--- config.mk ---
export PLATFORM = sky130hd
export DESIGN_NAME = rdp_top
export DESIGN_NICKNAME = d
export VERILOG_FILES = /design/src/rtl/rdp_pkg.sv /design/src/rtl/rdp_lock_if.sv /design/src/rtl/rdp_key_lock.sv /design/src/rtl/rdp_reset_sel.sv /design/src/rtl/rdp_top.sv
export SDC_FILE = /design/constraint.sdc
export NUM_CORES = 1
export LEC_CHECK = 0
export BUFFER_PORTS_ARGS = -buffer_cell sky130_fd_sc_hd__buf_4
export CORE_UTILIZATION = 35
export DETAILED_ROUTE_END_ITERATION = 10
export GPL_ROUTABILITY_DRIVEN = 0
export PLACE_DENSITY = 0.62
export SLEW_MARGIN = 10
export SYNTH_ARGS = -nofsm -noshare
export SYNTH_HDL_FRONTEND = slang
export SYNTH_SLANG_ARGS = --single-unit
--- constraint.sdc ---
create_clock -name aclk -period 2.1 [get_ports aclk]
set_clock_uncertainty 0.1 [all_clocks]
set_input_delay 0.315 -clock aclk [delete_from_list [all_inputs] [get_ports aclk]]
set_output_delay 0.315 -clock aclk [all_outputs]
set_load 0.01 [all_outputs]
--- src/rtl/rdp_pkg.sv ---
// rdp_pkg: register map, key words, reset values and bus codes of the protect lock block
// assumes a 32-bit AXI4-Lite register bus and a single 50 MHz system clock
//
// How it works
// flash variant: protect registers reset only by power-on reset, not system reset
// mask variant: protect registers reset by every reset
// software uses only full 32-bit accesses to protect registers
// both lock registers are write-only; reads return an undefined value
// writing ROM key to ROM lock commits the staged ROM protect enable bit
// while ROM protected, protect registers answer only to code fetched from internal ROM
// debug mode bit 0 is debug disable, reset 1; bits 31..1 read 0
// writing debug key to debug lock commits the staged debug disable bit
// ROM protect enable resets to 1; committing 0 releases ROM protection
// a lock write of any other value leaves the committed bit unchanged
package rdp_pkg;

  // ---------------------------------------------------------------------------
  // register byte addresses
  // ---------------------------------------------------------------------------
  localparam logic [31:0] ADDR_DEBUG_MODE = 32'hffffe510;
  localparam logic [31:0] ADDR_DEBUG_LOCK = 32'hffffe514;
  localparam logic [31:0] ADDR_ROM_MODE = 32'hffffe518;
  localparam logic [31:0] ADDR_ROM_LOCK = 32'hffffe51c;

  // ---------------------------------------------------------------------------
  // fields, keys and reset values
  // ---------------------------------------------------------------------------
  localparam int unsigned PROTECT_BIT = 0;
  localparam logic [31:0] ROM_KEY = 32'h0000003d;
  localparam logic [31:0] DEBUG_KEY = 32'h000000c5;
  localparam logic ROM_ENABLE_RST = 1'h1;
  localparam logic DEBUG_DISABLE_RST = 1'h1;
  localparam logic [31:0] LOCK_READ_VALUE = 32'h00000000;
  localparam logic [3:0] STRB_FULL = 4'hf;

  // ---------------------------------------------------------------------------
  // bus answers
  // ---------------------------------------------------------------------------
  localparam logic [1:0] RESP_OKAY = 2'h0;
  localparam logic [1:0] RESP_SLVERR = 2'h2;
  localparam logic [1:0] RESP_DECERR = 2'h3;

  typedef enum logic [2:0] {
    SEL_NONE = 3'b000,
    SEL_DEBUG_MODE = 3'b001,
    SEL_DEBUG_LOCK = 3'b010,
    SEL_ROM_MODE = 3'b011,
    SEL_ROM_LOCK = 3'b100
  } rdp_sel_t;

  typedef enum logic [1:0] {
    WR_IDLE = 2'b00,
    WR_HAVE_AW = 2'b01,
    WR_HAVE_W = 2'b10,
    WR_BOTH = 2'b11
  } rdp_wr_state_t;

  typedef enum logic [1:0] {
    WB_IDLE = 2'b00,
    WB_RESP = 2'b01
  } rdp_wb_state_t;

endpackage

--- src/rtl/rdp_lock_if.sv ---
// rdp_lock_if: strobes and data from the bus logic to one keyed protect bit
// assumes one driver on the control side, one keyed bit on the lock side
`timescale 1ns/1ps
`default_nettype none
interface rdp_lock_if;
  logic wr_mode;
  logic wr_lock;
  logic [31:0] wdata;
  logic committed;

  modport ctl (output wr_mode, output wr_lock, output wdata, input committed);
  modport lock (input wr_mode, input wr_lock, input wdata, output committed);
endinterface
`default_nettype wire

--- src/rtl/rdp_key_lock.sv ---
// rdp_key_lock: one staged protect bit committed by a key word
// assumes wr_mode and wr_lock are one-cycle strobes of full-word writes
`timescale 1ns/1ps
`default_nettype none
module rdp_key_lock #(
  parameter logic [31:0] KEY = 32'h00000000,
  parameter logic RST_VAL = 1'h1
) (
  input wire logic aclk,
  input wire logic prot_rst,
  rdp_lock_if.lock lk
);
  logic staged_q;
  logic committed_q;

  // ---------------------------------------------------------------------------
  // staging and commit
  // ---------------------------------------------------------------------------
  wire key_hit = lk.wr_lock && (lk.wdata == KEY);

  always_ff @(posedge aclk) begin
    if (prot_rst) begin
      staged_q <= RST_VAL;
      committed_q <= RST_VAL;
    end else begin
      if (lk.wr_mode) begin
        staged_q <= lk.wdata[rdp_pkg::PROTECT_BIT];
      end
      if (key_hit) begin
        committed_q <= staged_q;
      end
    end
  end

  assign lk.committed = committed_q;
endmodule
`default_nettype wire

--- src/rtl/rdp_reset_sel.sv ---
// rdp_reset_sel: picks the reset that sets the protect bits
// assumes por_n and aresetn are synchronous, active low
`timescale 1ns/1ps
`default_nettype none
module rdp_reset_sel #(
  parameter bit FLASH_VARIANT = 1'b1
) (
  input wire logic aclk,
  input wire logic aresetn,
  input wire logic por_n,
  output logic prot_rst
);
  // ---------------------------------------------------------------------------
  // reset choice
  // ---------------------------------------------------------------------------
  wire flash_rst = ~por_n;
  wire mask_rst = ~por_n | ~aresetn;

  assign prot_rst = FLASH_VARIANT ? flash_rst : mask_rst;
endmodule
`default_nettype wire

--- src/rtl/rdp_top.sv ---
// rdp_top: keyed ROM and debug protect registers behind an AXI4-Lite slave
// assumes the bus master keeps AXI4-Lite handshakes and rom_fetch marks
// accesses issued by code fetched from internal ROM
//
// Implementation choice: the AXI4-Lite slave port.
`timescale 1ns/1ps
`default_nettype none
module rdp_top #(
  parameter bit FLASH_VARIANT = 1'b1
) (
  input wire logic aclk,
  input wire logic aresetn,
  input wire logic por_n,
  input wire logic rom_fetch,
  input wire logic [31:0] s_axi_awaddr,
  input wire logic [2:0] s_axi_awprot,
  input wire logic s_axi_awvalid,
  output logic s_axi_awready,
  input wire logic [31:0] s_axi_wdata,
  input wire logic [3:0] s_axi_wstrb,
  input wire logic s_axi_wvalid,
  output logic s_axi_wready,
  output logic [1:0] s_axi_bresp,
  output logic s_axi_bvalid,
  input wire logic s_axi_bready,
  input wire logic [31:0] s_axi_araddr,
  input wire logic [2:0] s_axi_arprot,
  input wire logic s_axi_arvalid,
  output logic s_axi_arready,
  output logic [31:0] s_axi_rdata,
  output logic [1:0] s_axi_rresp,
  output logic s_axi_rvalid,
  input wire logic s_axi_rready,
  output logic rom_protect_enable,
  output logic debug_disable
);

  // ---------------------------------------------------------------------------
  // decode and access check helpers
  // ---------------------------------------------------------------------------
  function automatic rdp_pkg::rdp_sel_t decode(input logic [31:0] addr);
    rdp_pkg::rdp_sel_t sel;
    sel = rdp_pkg::SEL_NONE;
    case (addr)
      rdp_pkg::ADDR_DEBUG_MODE: sel = rdp_pkg::SEL_DEBUG_MODE;
      rdp_pkg::ADDR_DEBUG_LOCK: sel = rdp_pkg::SEL_DEBUG_LOCK;
      rdp_pkg::ADDR_ROM_MODE: sel = rdp_pkg::SEL_ROM_MODE;
      rdp_pkg::ADDR_ROM_LOCK: sel = rdp_pkg::SEL_ROM_LOCK;
      default: sel = rdp_pkg::SEL_NONE;
    endcase
    return sel;
  endfunction

  // protected registers answer only to code running from internal ROM
  function automatic logic allowed(input logic locked, input logic from_rom);
    return ~locked | from_rom;
  endfunction

  function automatic logic [1:0] answer(input rdp_pkg::rdp_sel_t sel, input logic ok,
                                        input logic full);
    logic [1:0] r;
    r = rdp_pkg::RESP_OKAY;
    if (sel == rdp_pkg::SEL_NONE) begin
      r = rdp_pkg::RESP_DECERR;
    end else if (!ok || !full) begin
      r = rdp_pkg::RESP_SLVERR;
    end
    return r;
  endfunction

  // ---------------------------------------------------------------------------
  // protect reset and keyed bits
  // ---------------------------------------------------------------------------
  logic prot_rst;
  rdp_lock_if rom_lk ();
  rdp_lock_if dbg_lk ();

  rdp_reset_sel #(
    .FLASH_VARIANT(FLASH_VARIANT)
  ) u_rst (
    .aclk(aclk),
    .aresetn(aresetn),
    .por_n(por_n),
    .prot_rst(prot_rst)
  );

  rdp_key_lock #(
    .KEY(rdp_pkg::ROM_KEY),
    .RST_VAL(rdp_pkg::ROM_ENABLE_RST)
  ) u_rom (
    .aclk(aclk),
    .prot_rst(prot_rst),
    .lk(rom_lk.lock)
  );

  rdp_key_lock #(
    .KEY(rdp_pkg::DEBUG_KEY),
    .RST_VAL(rdp_pkg::DEBUG_DISABLE_RST)
  ) u_dbg (
    .aclk(aclk),
    .prot_rst(prot_rst),
    .lk(dbg_lk.lock)
  );

  wire rom_locked = rom_lk.committed;

  // ---------------------------------------------------------------------------
  // write channel state
  // ---------------------------------------------------------------------------
  rdp_pkg::rdp_wr_state_t wr_q;
  rdp_pkg::rdp_wr_state_t wr_d;
  rdp_pkg::rdp_wb_state_t wb_q;
  logic [31:0] awaddr_q;
  logic aw_from_rom_q;
  logic [31:0] wdata_q;
  logic [3:0] wstrb_q;
  logic awready_q;
  logic wready_q;
  logic bvalid_q;
  logic [1:0] bresp_q;

  wire aw_hs = s_axi_awvalid && awready_q;
  wire w_hs = s_axi_wvalid && wready_q;
  wire b_hs = bvalid_q && s_axi_bready;
  wire wr_fire = (wr_q == rdp_pkg::WR_BOTH) && (wb_q == rdp_pkg::WB_IDLE);

  wire rdp_pkg::rdp_sel_t wsel = decode(awaddr_q);
  wire w_full = (wstrb_q == rdp_pkg::STRB_FULL);
  wire w_ok = allowed(rom_locked, aw_from_rom_q);
  wire [1:0] w_resp = answer(wsel, w_ok, w_full);
  wire w_commit = wr_fire && (w_resp == rdp_pkg::RESP_OKAY);

  // ---------------------------------------------------------------------------
  // write strobes toward the keyed bits
  // ---------------------------------------------------------------------------
  assign rom_lk.wr_mode = w_commit && (wsel == rdp_pkg::SEL_ROM_MODE);
  assign rom_lk.wr_lock = w_commit && (wsel == rdp_pkg::SEL_ROM_LOCK);
  assign rom_lk.wdata = wdata_q;
  assign dbg_lk.wr_mode = w_commit && (wsel == rdp_pkg::SEL_DEBUG_MODE);
  assign dbg_lk.wr_lock = w_commit && (wsel == rdp_pkg::SEL_DEBUG_LOCK);
  assign dbg_lk.wdata = wdata_q;

  // ---------------------------------------------------------------------------
  // write address and data collection
  // ---------------------------------------------------------------------------
  always_comb begin
    wr_d = wr_q;
    case (wr_q)
      rdp_pkg::WR_IDLE: begin
        if (aw_hs && w_hs) begin
          wr_d = rdp_pkg::WR_BOTH;
        end else if (aw_hs) begin
          wr_d = rdp_pkg::WR_HAVE_AW;
        end else if (w_hs) begin
          wr_d = rdp_pkg::WR_HAVE_W;
        end
      end
      rdp_pkg::WR_HAVE_AW: begin
        if (w_hs) begin
          wr_d = rdp_pkg::WR_BOTH;
        end
      end
      rdp_pkg::WR_HAVE_W: begin
        if (aw_hs) begin
          wr_d = rdp_pkg::WR_BOTH;
        end
      end
      rdp_pkg::WR_BOTH: begin
        if (wr_fire) begin
          wr_d = rdp_pkg::WR_IDLE;
        end
      end
      default: wr_d = rdp_pkg::WR_IDLE;
    endcase
  end

  wire awready_d = ((wr_d == rdp_pkg::WR_IDLE) || (wr_d == rdp_pkg::WR_HAVE_W)) &&
                   !(wr_fire || (wb_q == rdp_pkg::WB_RESP && !b_hs));
  wire wready_d = ((wr_d == rdp_pkg::WR_IDLE) || (wr_d == rdp_pkg::WR_HAVE_AW)) &&
                  !(wr_fire || (wb_q == rdp_pkg::WB_RESP && !b_hs));

  always_ff @(posedge aclk) begin
    if (!aresetn) begin
      wr_q <= rdp_pkg::WR_IDLE;
      awready_q <= 1'b0;
      wready_q <= 1'b0;
    end else begin
      wr_q <= wr_d;
      awready_q <= awready_d;
      wready_q <= wready_d;
    end
  end

  always_ff @(posedge aclk) begin
    if (!aresetn) begin
      awaddr_q <= 32'h00000000;
      aw_from_rom_q <= 1'b0;
      wdata_q <= 32'h00000000;
      wstrb_q <= 4'h0;
    end else begin
      if (aw_hs) begin
        awaddr_q <= s_axi_awaddr;
        aw_from_rom_q <= rom_fetch;
      end
      if (w_hs) begin
        wdata_q <= s_axi_wdata;
        wstrb_q <= s_axi_wstrb;
      end
    end
  end

  // ---------------------------------------------------------------------------
  // write response
  // ---------------------------------------------------------------------------
  always_ff @(posedge aclk) begin
    if (!aresetn) begin
      wb_q <= rdp_pkg::WB_IDLE;
      bvalid_q <= 1'b0;
      bresp_q <= rdp_pkg::RESP_OKAY;
    end else begin
      case (wb_q)
        rdp_pkg::WB_IDLE: begin
          if (wr_fire) begin
            wb_q <= rdp_pkg::WB_RESP;
            bvalid_q <= 1'b1;
            bresp_q <= w_resp;
          end
        end
        rdp_pkg::WB_RESP: begin
          if (b_hs) begin
            wb_q <= rdp_pkg::WB_IDLE;
            bvalid_q <= 1'b0;
          end
        end
        default: begin
          wb_q <= rdp_pkg::WB_IDLE;
          bvalid_q <= 1'b0;
        end
      endcase
    end
  end

  // ---------------------------------------------------------------------------
  // read path
  // ---------------------------------------------------------------------------
  logic arready_q;
  logic rvalid_q;
  logic [31:0] rdata_q;
  logic [1:0] rresp_q;

  wire ar_hs = s_axi_arvalid && arready_q;
  wire r_hs = rvalid_q && s_axi_rready;
  wire rdp_pkg::rdp_sel_t rsel = decode(s_axi_araddr);
  wire r_ok = allowed(rom_locked, rom_fetch);
  wire [1:0] r_resp = answer(rsel, r_ok, 1'b1);

  logic [31:0] r_word;
  always_comb begin
    r_word = 32'h00000000;
    case (rsel)
      rdp_pkg::SEL_DEBUG_MODE: r_word[rdp_pkg::PROTECT_BIT] = dbg_lk.committed;
      rdp_pkg::SEL_ROM_MODE: r_word[rdp_pkg::PROTECT_BIT] = rom_lk.committed;
      rdp_pkg::SEL_DEBUG_LOCK: r_word = rdp_pkg::LOCK_READ_VALUE;
      rdp_pkg::SEL_ROM_LOCK: r_word = rdp_pkg::LOCK_READ_VALUE;
      default: r_word = 32'h00000000;
    endcase
  end

  wire [31:0] r_out = (r_resp == rdp_pkg::RESP_OKAY) ? r_word : 32'h00000000;

  always_ff @(posedge aclk) begin
    if (!aresetn) begin
      arready_q <= 1'b0;
      rvalid_q <= 1'b0;
      rdata_q <= 32'h00000000;
      rresp_q <= rdp_pkg::RESP_OKAY;
    end else begin
      if (ar_hs) begin
        arready_q <= 1'b0;
        rvalid_q <= 1'b1;
        rdata_q <= r_out;
        rresp_q <= r_resp;
      end else if (r_hs) begin
        rvalid_q <= 1'b0;
        arready_q <= 1'b1;
      end else if (!rvalid_q) begin
        arready_q <= 1'b1;
      end
    end
  end

  // ---------------------------------------------------------------------------
  // protect state outputs
  // ---------------------------------------------------------------------------
  logic rom_enable_q;
  logic debug_disable_q;

  always_ff @(posedge aclk) begin
    if (prot_rst) begin
      rom_enable_q <= rdp_pkg::ROM_ENABLE_RST;
      debug_disable_q <= rdp_pkg::DEBUG_DISABLE_RST;
    end else begin
      rom_enable_q <= rom_lk.committed;
      debug_disable_q <= dbg_lk.committed;
    end
  end

  assign s_axi_awready = awready_q;
  assign s_axi_wready = wready_q;
  assign s_axi_bvalid = bvalid_q;
  assign s_axi_bresp = bresp_q;
  assign s_axi_arready = arready_q;
  assign s_axi_rvalid = rvalid_q;
  assign s_axi_rdata = rdata_q;
  assign s_axi_rresp = rresp_q;
  assign rom_protect_enable = rom_enable_q;
  assign debug_disable = debug_disable_q;

endmodule
`default_nettype wire

# Word-level counts from Yosys, hierarchy flattened
# Cells that the tools add are included.
# classes
n_mux	25
n_reduce_logical	36
n_eq_ne	26
bitwise_logic	4
# op_table
op	n
32-bit equality test, second input constant	8
32-bit by 6-bit equality test with 1-bit output, second input constant	1
32-bit by 8-bit equality test with 1-bit output, second input constant	1
2-bit two-way mux	12
3-bit case mux with 4 select lines	2
1-bit logical AND	17
2-bit logical NOT	5
3-bit by 2-bit equality test with 1-bit output, second input constant	3
2-bit case mux with 4 select lines	1
1-bit two-way mux	7
2-bit by 1-bit equality test with 1-bit output, second input constant	3
2-bit equality test, second input constant	3
3-bit by 1-bit equality test with 1-bit output, second input constant	2
3-bit logical NOT	2
4-bit equality test, second input constant	1
1-bit logical NOT	4
1-bit logical OR	4
2-bit inequality test, second input constant	2
1-bit case mux with 2 select lines	2
2-bit case mux with 2 select lines	1
2-bit AND reduction	2
3-bit equality test, second input constant	1
2-bit by 1-bit inequality test with 1-bit output, second input constant	1
1-bit NOT	2
other kinds (3)	4
# totals
regBits	120
wordCells	111
out_inout_bits	43
input_bits	115

# Longest topological paths before layout
# logic_depth
word_depth	10
mapped_depth	5
depth_no_buf	5

# Hierarchy
# A second synthesis with hierarchy kept.
# hier_totals
hier_cells	450
area_unflattened_um2	3801.1
# by_module_without_submodules
module	area_each_um2	seq_area_each_um2	cells_each	n_inst
rdp_top	3442.1	1661.6	411	1
rdp_key_lock at u_dbg	181.4	40.0	19	1
rdp_key_lock at u_rom	173.9	40.0	19	1
rdp_reset_sel	3.8	0.0	1	1

# Least setup slack after synthesis
# Ideal clock, no wire load.
# synth_timing
path_type	register -> register
startpoint	reg awaddr_q[0]
endpoint	reg u_dbg.committed_q, in the netlist u_dbg.lk.committed
stages_incl_launch_ff	6
path_slack_ps	-46
period_less_slack_ps	2146
required_ps	1921
path_buffers	0
setup_time_ps	79
arrival_ps	1967
cell_sequence	dfxtp_1 -> or4_4 -> nor4_4 -> nand3_4 -> or4_1 -> o211ai_1
# synth_via
elab_chain_cells	8
elab_cells_between_ends	12
# synth_rtl
element	line	text
start: declaration	rdp_top.sv:113	logic [31:0] awaddr_q;
start signal: assignment	rdp_top.sv:202	awaddr_q <= s_axi_awaddr;
32-bit equality test	rdp_top.sv:44	case (addr)
3-bit case mux with 4 select lines (*)	rdp_top.sv:44	
3-bit logical NOT	rdp_top.sv:63	if (sel == rdp_pkg::SEL_NONE) begin
2-bit two-way mux	rdp_top.sv:63	
2-bit logical NOT	rdp_top.sv:131	wire w_commit = wr_fire && (w_resp == rdp_pkg::RESP_OKAY);
1-bit logical AND	rdp_top.sv:131	
1-bit logical AND (*)	rdp_top.sv:140	assign dbg_lk.wr_lock = w_commit && (wsel == rdp_pkg::SEL_DEBUG_LOCK);
1-bit logical AND (*)	rdp_key_lock.sv:19	wire key_hit = lk.wr_lock && (lk.wdata == KEY);
end signal: assignment	rdp_key_lock.sv:30	committed_q <= staged_q;
end: declaration	rdp_key_lock.sv:14	logic committed_q;
# Every way passes the cells marked *; elsewhere a longest branch is shown, timed or not.
# A chain may end at the register's enable or synchronous reset.

# Worst setup path after layout
# layout_timing
startpoint	reg awaddr_q[12]
endpoint	reg u_dbg.committed_q, in the netlist u_dbg.lk.committed
# Same word-level chain as after synthesis.

==> impl_metrics.py <==
metrics = {
    "die": {
        "placement_rows": 37,
        "die_height_um": 105.3,
        "io_pins": 158,
        "effective_utilization_at_floorplan_pct": 36.19,
        "core_area_sq_um": 10320,
        "floorplan.die.width_um": 105.3,
        "floorplan.die_area_sq_um": 11090,
    },
    "sta": {
        "timing.setup.tns_ps": -50.02,
        "setup_viol_count_final": 2,
        "postLayoutSetupSlackWorst_ps": -32.66,
        "slew_viol_final": 0,
        "final_min_period_over_clock_period_pct": 101.6,
        "hold_violations": 0,
        "hold-worst-slack_ps": 70.24,
        "maxClockFrequency_ghz": 0.4689,
        "finalCriticalPeriod_ps": 2133,
        "setup_repair_after_global_routing_missed_its_margin": "yes",
    },
    "synthesis": {
        "ys_seq_area_share_pct": 46.62,
        "synth_area_per_cell_sq_um": 8.472,
        "synth-compound-area-share_pct": 16.74,
        "post_synth_and_or_nand_nor_area_fraction_pct": 27.29,
        "synth_async_sr_flop_share_pct": 0,
        "synthesis.yosys.warnings": 0,
        "synth_top_family_by_area": "simple AND/OR/NAND/NOR gates",
        "ys_ff_latch": 87,
        "post_synth_fa_ha_maj_area_fraction_pct": 0,
        "synth.lib_cells_used.distinct": 41,
        "synth.area.mux_share_pct": 0.2679,
        "synth_ff_type": "dfxtp_1",
        "mapped_cell_area_sq_um": 3736,
        "synth_edf_count": 0,
        "post_synth_inst_count": 441,
        "yosys.area_share.xor_xnor_pct": 0.2344,
    },
    "cells_and_area": {
        "num_antenna_cells": 0,
        "commonest_non_fill_non_tap_cell_in_the_layout": "nand2_1",
        "syn_to_final_growth_pct": 31.11,
        "design.final.nets": 674,
        "final_layout_size_suffix_gt1_share_pct": 27.48,
        "most-common-layout-cells": "147 x nand2_1, 130 x buf_4, 87 x dfxtp_1, 71 x a21boi_0, 31 x conb_1",
        "fin_area_sq_um": 4898,
        "finish.utilization_pct": 47.45,
    },
    "clock_network": {
        "ctsLongestPathBuffers": 2,
        "cts_root_buf": "clkbuf_8",
        "worstSkewPairLatency_ps": 350,
        "cts_tree": "yes",
        "cts_sinks": 87,
        "cts-buffers-inserted": 9,
        "ctsHtreeMaxLevel": 3,
        "clkTransAtPathRegs_ps": 90,
    },
    "route": {
        "drt_pre_antenna_iters": 6,
        "detail_route.wirelength_um": 8469,
        "drt.antenna.violating_nets": 0,
        "detailroute.via_count": 3240,
        "drc": 0,
        "detailedRoute.firstIterationViolations": 88,
        "post_drt_via_cell_ratio": 4.629,
        "avgRoutedWirePerCell_um": 12.10,
    },
    "grt": {
        "grt_use_total_pct": 15.85,
        "grt_pass1_vias": 3156,
        "grt_overflow_total": 0,
        "largest_net_degree_at_the_start_of_global_routing": 39,
        "grt_first_pass_wirelength_um": 14150,
        "grt_antenna_before_repair": 0,
    },
    "power": {
        "power.share.combinational_pct": 12.8,
        "power.ir.vdd_worst_mv": 0.3563,
        "seq_power_share_pct": 53.7,
        "internal-power_mw": 2.434,
        "p_leak_nw": 1.991,
        "p_clk_share_pct": 33.5,
        "sw_frac_of_total_pct": 26.11,
        "powerDensity_nw_per_um2": 672.3,
        "power.switching_uw": 859.8,
    },
    "setup_path": {
        "cp-end-kind": "flip-flop",
        "worst-setup-path-type": "reg2reg",
        "timing.critical_path.from": "awaddr_q[12]",
        "cp.required_ps": 2280,
        "worst_path_max_fanout": 5,
        "rr_startpoint": "awaddr_q[12]",
        "critPathArrivalTime_ps": 2310,
        "worstSetupStartpointType": "flip-flop",
    },
    "flow_run": {
        "max-cap-violations": 0,
    },
    "hold_path": {
        "worstHoldStart": "por_n",
        "worst_hold_path_type": "in2reg",
    },
    "placed_design": {
        "placedInstanceArea_sq_um": 4664,
        "post_detailed_placement_half_perimeter_wirelength_um": 6324,
        "io_buffer_count": 120,
    },
    "run_status": {
        "violations": "setup timing",
        "status": "finished, violations left",
    },
}
## kinds of logic (layout without fill, tap and decap cells)
family | count (synthesis) | count (layout)
multiplexers | 1 | 1
other | 1 | 31
buffers and inverters | 56 | 149
AND/OR/NAND/NOR | 210 | 210
XOR/XNOR | 1 | 1
flip-flops | 87 | 87
AO/OA/AOI/OAI | 85 | 85
## layer usage
metal  track usage (%)  part of all wire, %  up-vias
li1                  -                    -     1660
met1             19.68                   45     1454
met2             26.41                   47      115
met3             3.772                  6.8       11
met4             6.237                  1.6        0
met5                 0                    0        -
## metrics by stage
| step | worst slack [ps] | power [mW] | std cells |
|---|---|---|---|
| after floorplan | 63.32 | 2.045 | 471 |
| after global placement | 5.459 | 2.224 | 682 |
| after detailed placement | -26.41 | 2.234 | 682 |
| after CTS | -38.91 | 3.346 | 699 |
| after global routing | -141.1 | 3.472 | 700 |
| final | -32.66 | 3.293 | 700 |
## cell usage after synthesis, types with 2 or more instances
cell type	instances	area share [%]
nand2_1	147	15
dfxtp_1	87	47
a21boi_0	71	14
buf_4	31	6.2
clkbuf_1	22	2.2
nand4_1	10	1.7
nand2b_1	7	1.2
nor4_1	7	1.2
nor2_1	5	0.50
nor3_1	4	0.54
a21oi_1	3	0.40
and2_1	3	0.50
inv_1	3	0.30
and3_1	2	0.33
nand3b_1	2	0.40
nand4b_1	2	0.47
nor2b_1	2	0.33
nor4_4	2	1.1
nor4b_1	2	0.47
o211ai_1	2	0.40
o21ai_0	2	0.27
o21ai_1	2	0.27
o31ai_1	2	0.40
or3_1	2	0.33
or4_1	2	0.40
or4bb_1	2	0.60
## registers in the layout, summed over array words and instances (netlist names), 2 cells and up
register / count
s_axi_bresp: 2
s_axi_rresp: 2
wstrb_q: 4
awaddr_q: 32
wr_q: 2
dbg_lk.wdata: 32
## layout make-up
type | count | area [sq um]
clock buffers | 10 | 137.6
clock inverters | 6 | 51.30
fillers | 1001 | 5425
inverters | 3 | 11.26
multi-input cells | 328 | 1810
flip-flops and latches | 87 | 1742
well taps | 136 | 170.2
repair buffers | 130 | 975.9
## critical path, stage by stage, from the launching register on
cell	delay, ps
dfxtp_1	320
or4bb_4	550
nor4_4	370
nand3_4	140
or4_1	410
o211ai_1	160
## power by group through the flow
stage	Sequential [mW]	Clock (mW)	Combinational (mW)
after floorplan	1.80	0	0.243
after global placement	1.81	0	0.419
after detailed placement	1.81	0	0.426
after CTS	1.77	1.15	0.428
after global routing	1.78	1.22	0.473
final	1.77	1.10	0.422
## path summary, 6_finish.rpt
path                   endpoint  slack (ps)  cells after the start
max          u_dbg.lk.committed         -30                      5
min               debug_disable          70                      2
max reg2reg  u_dbg.lk.committed         -30                      5
min reg2reg       s_axi_awready         360                      1
## repair_timing
action,4_1_cts,5_1_grt
cloned,0,0
setup endpoints to repair,3,4
hold buffers,0,0
gates resized for setup,2,3
buffers inserted,1,1
pin swaps,2,2
Power figures use the tool's default switching activity.
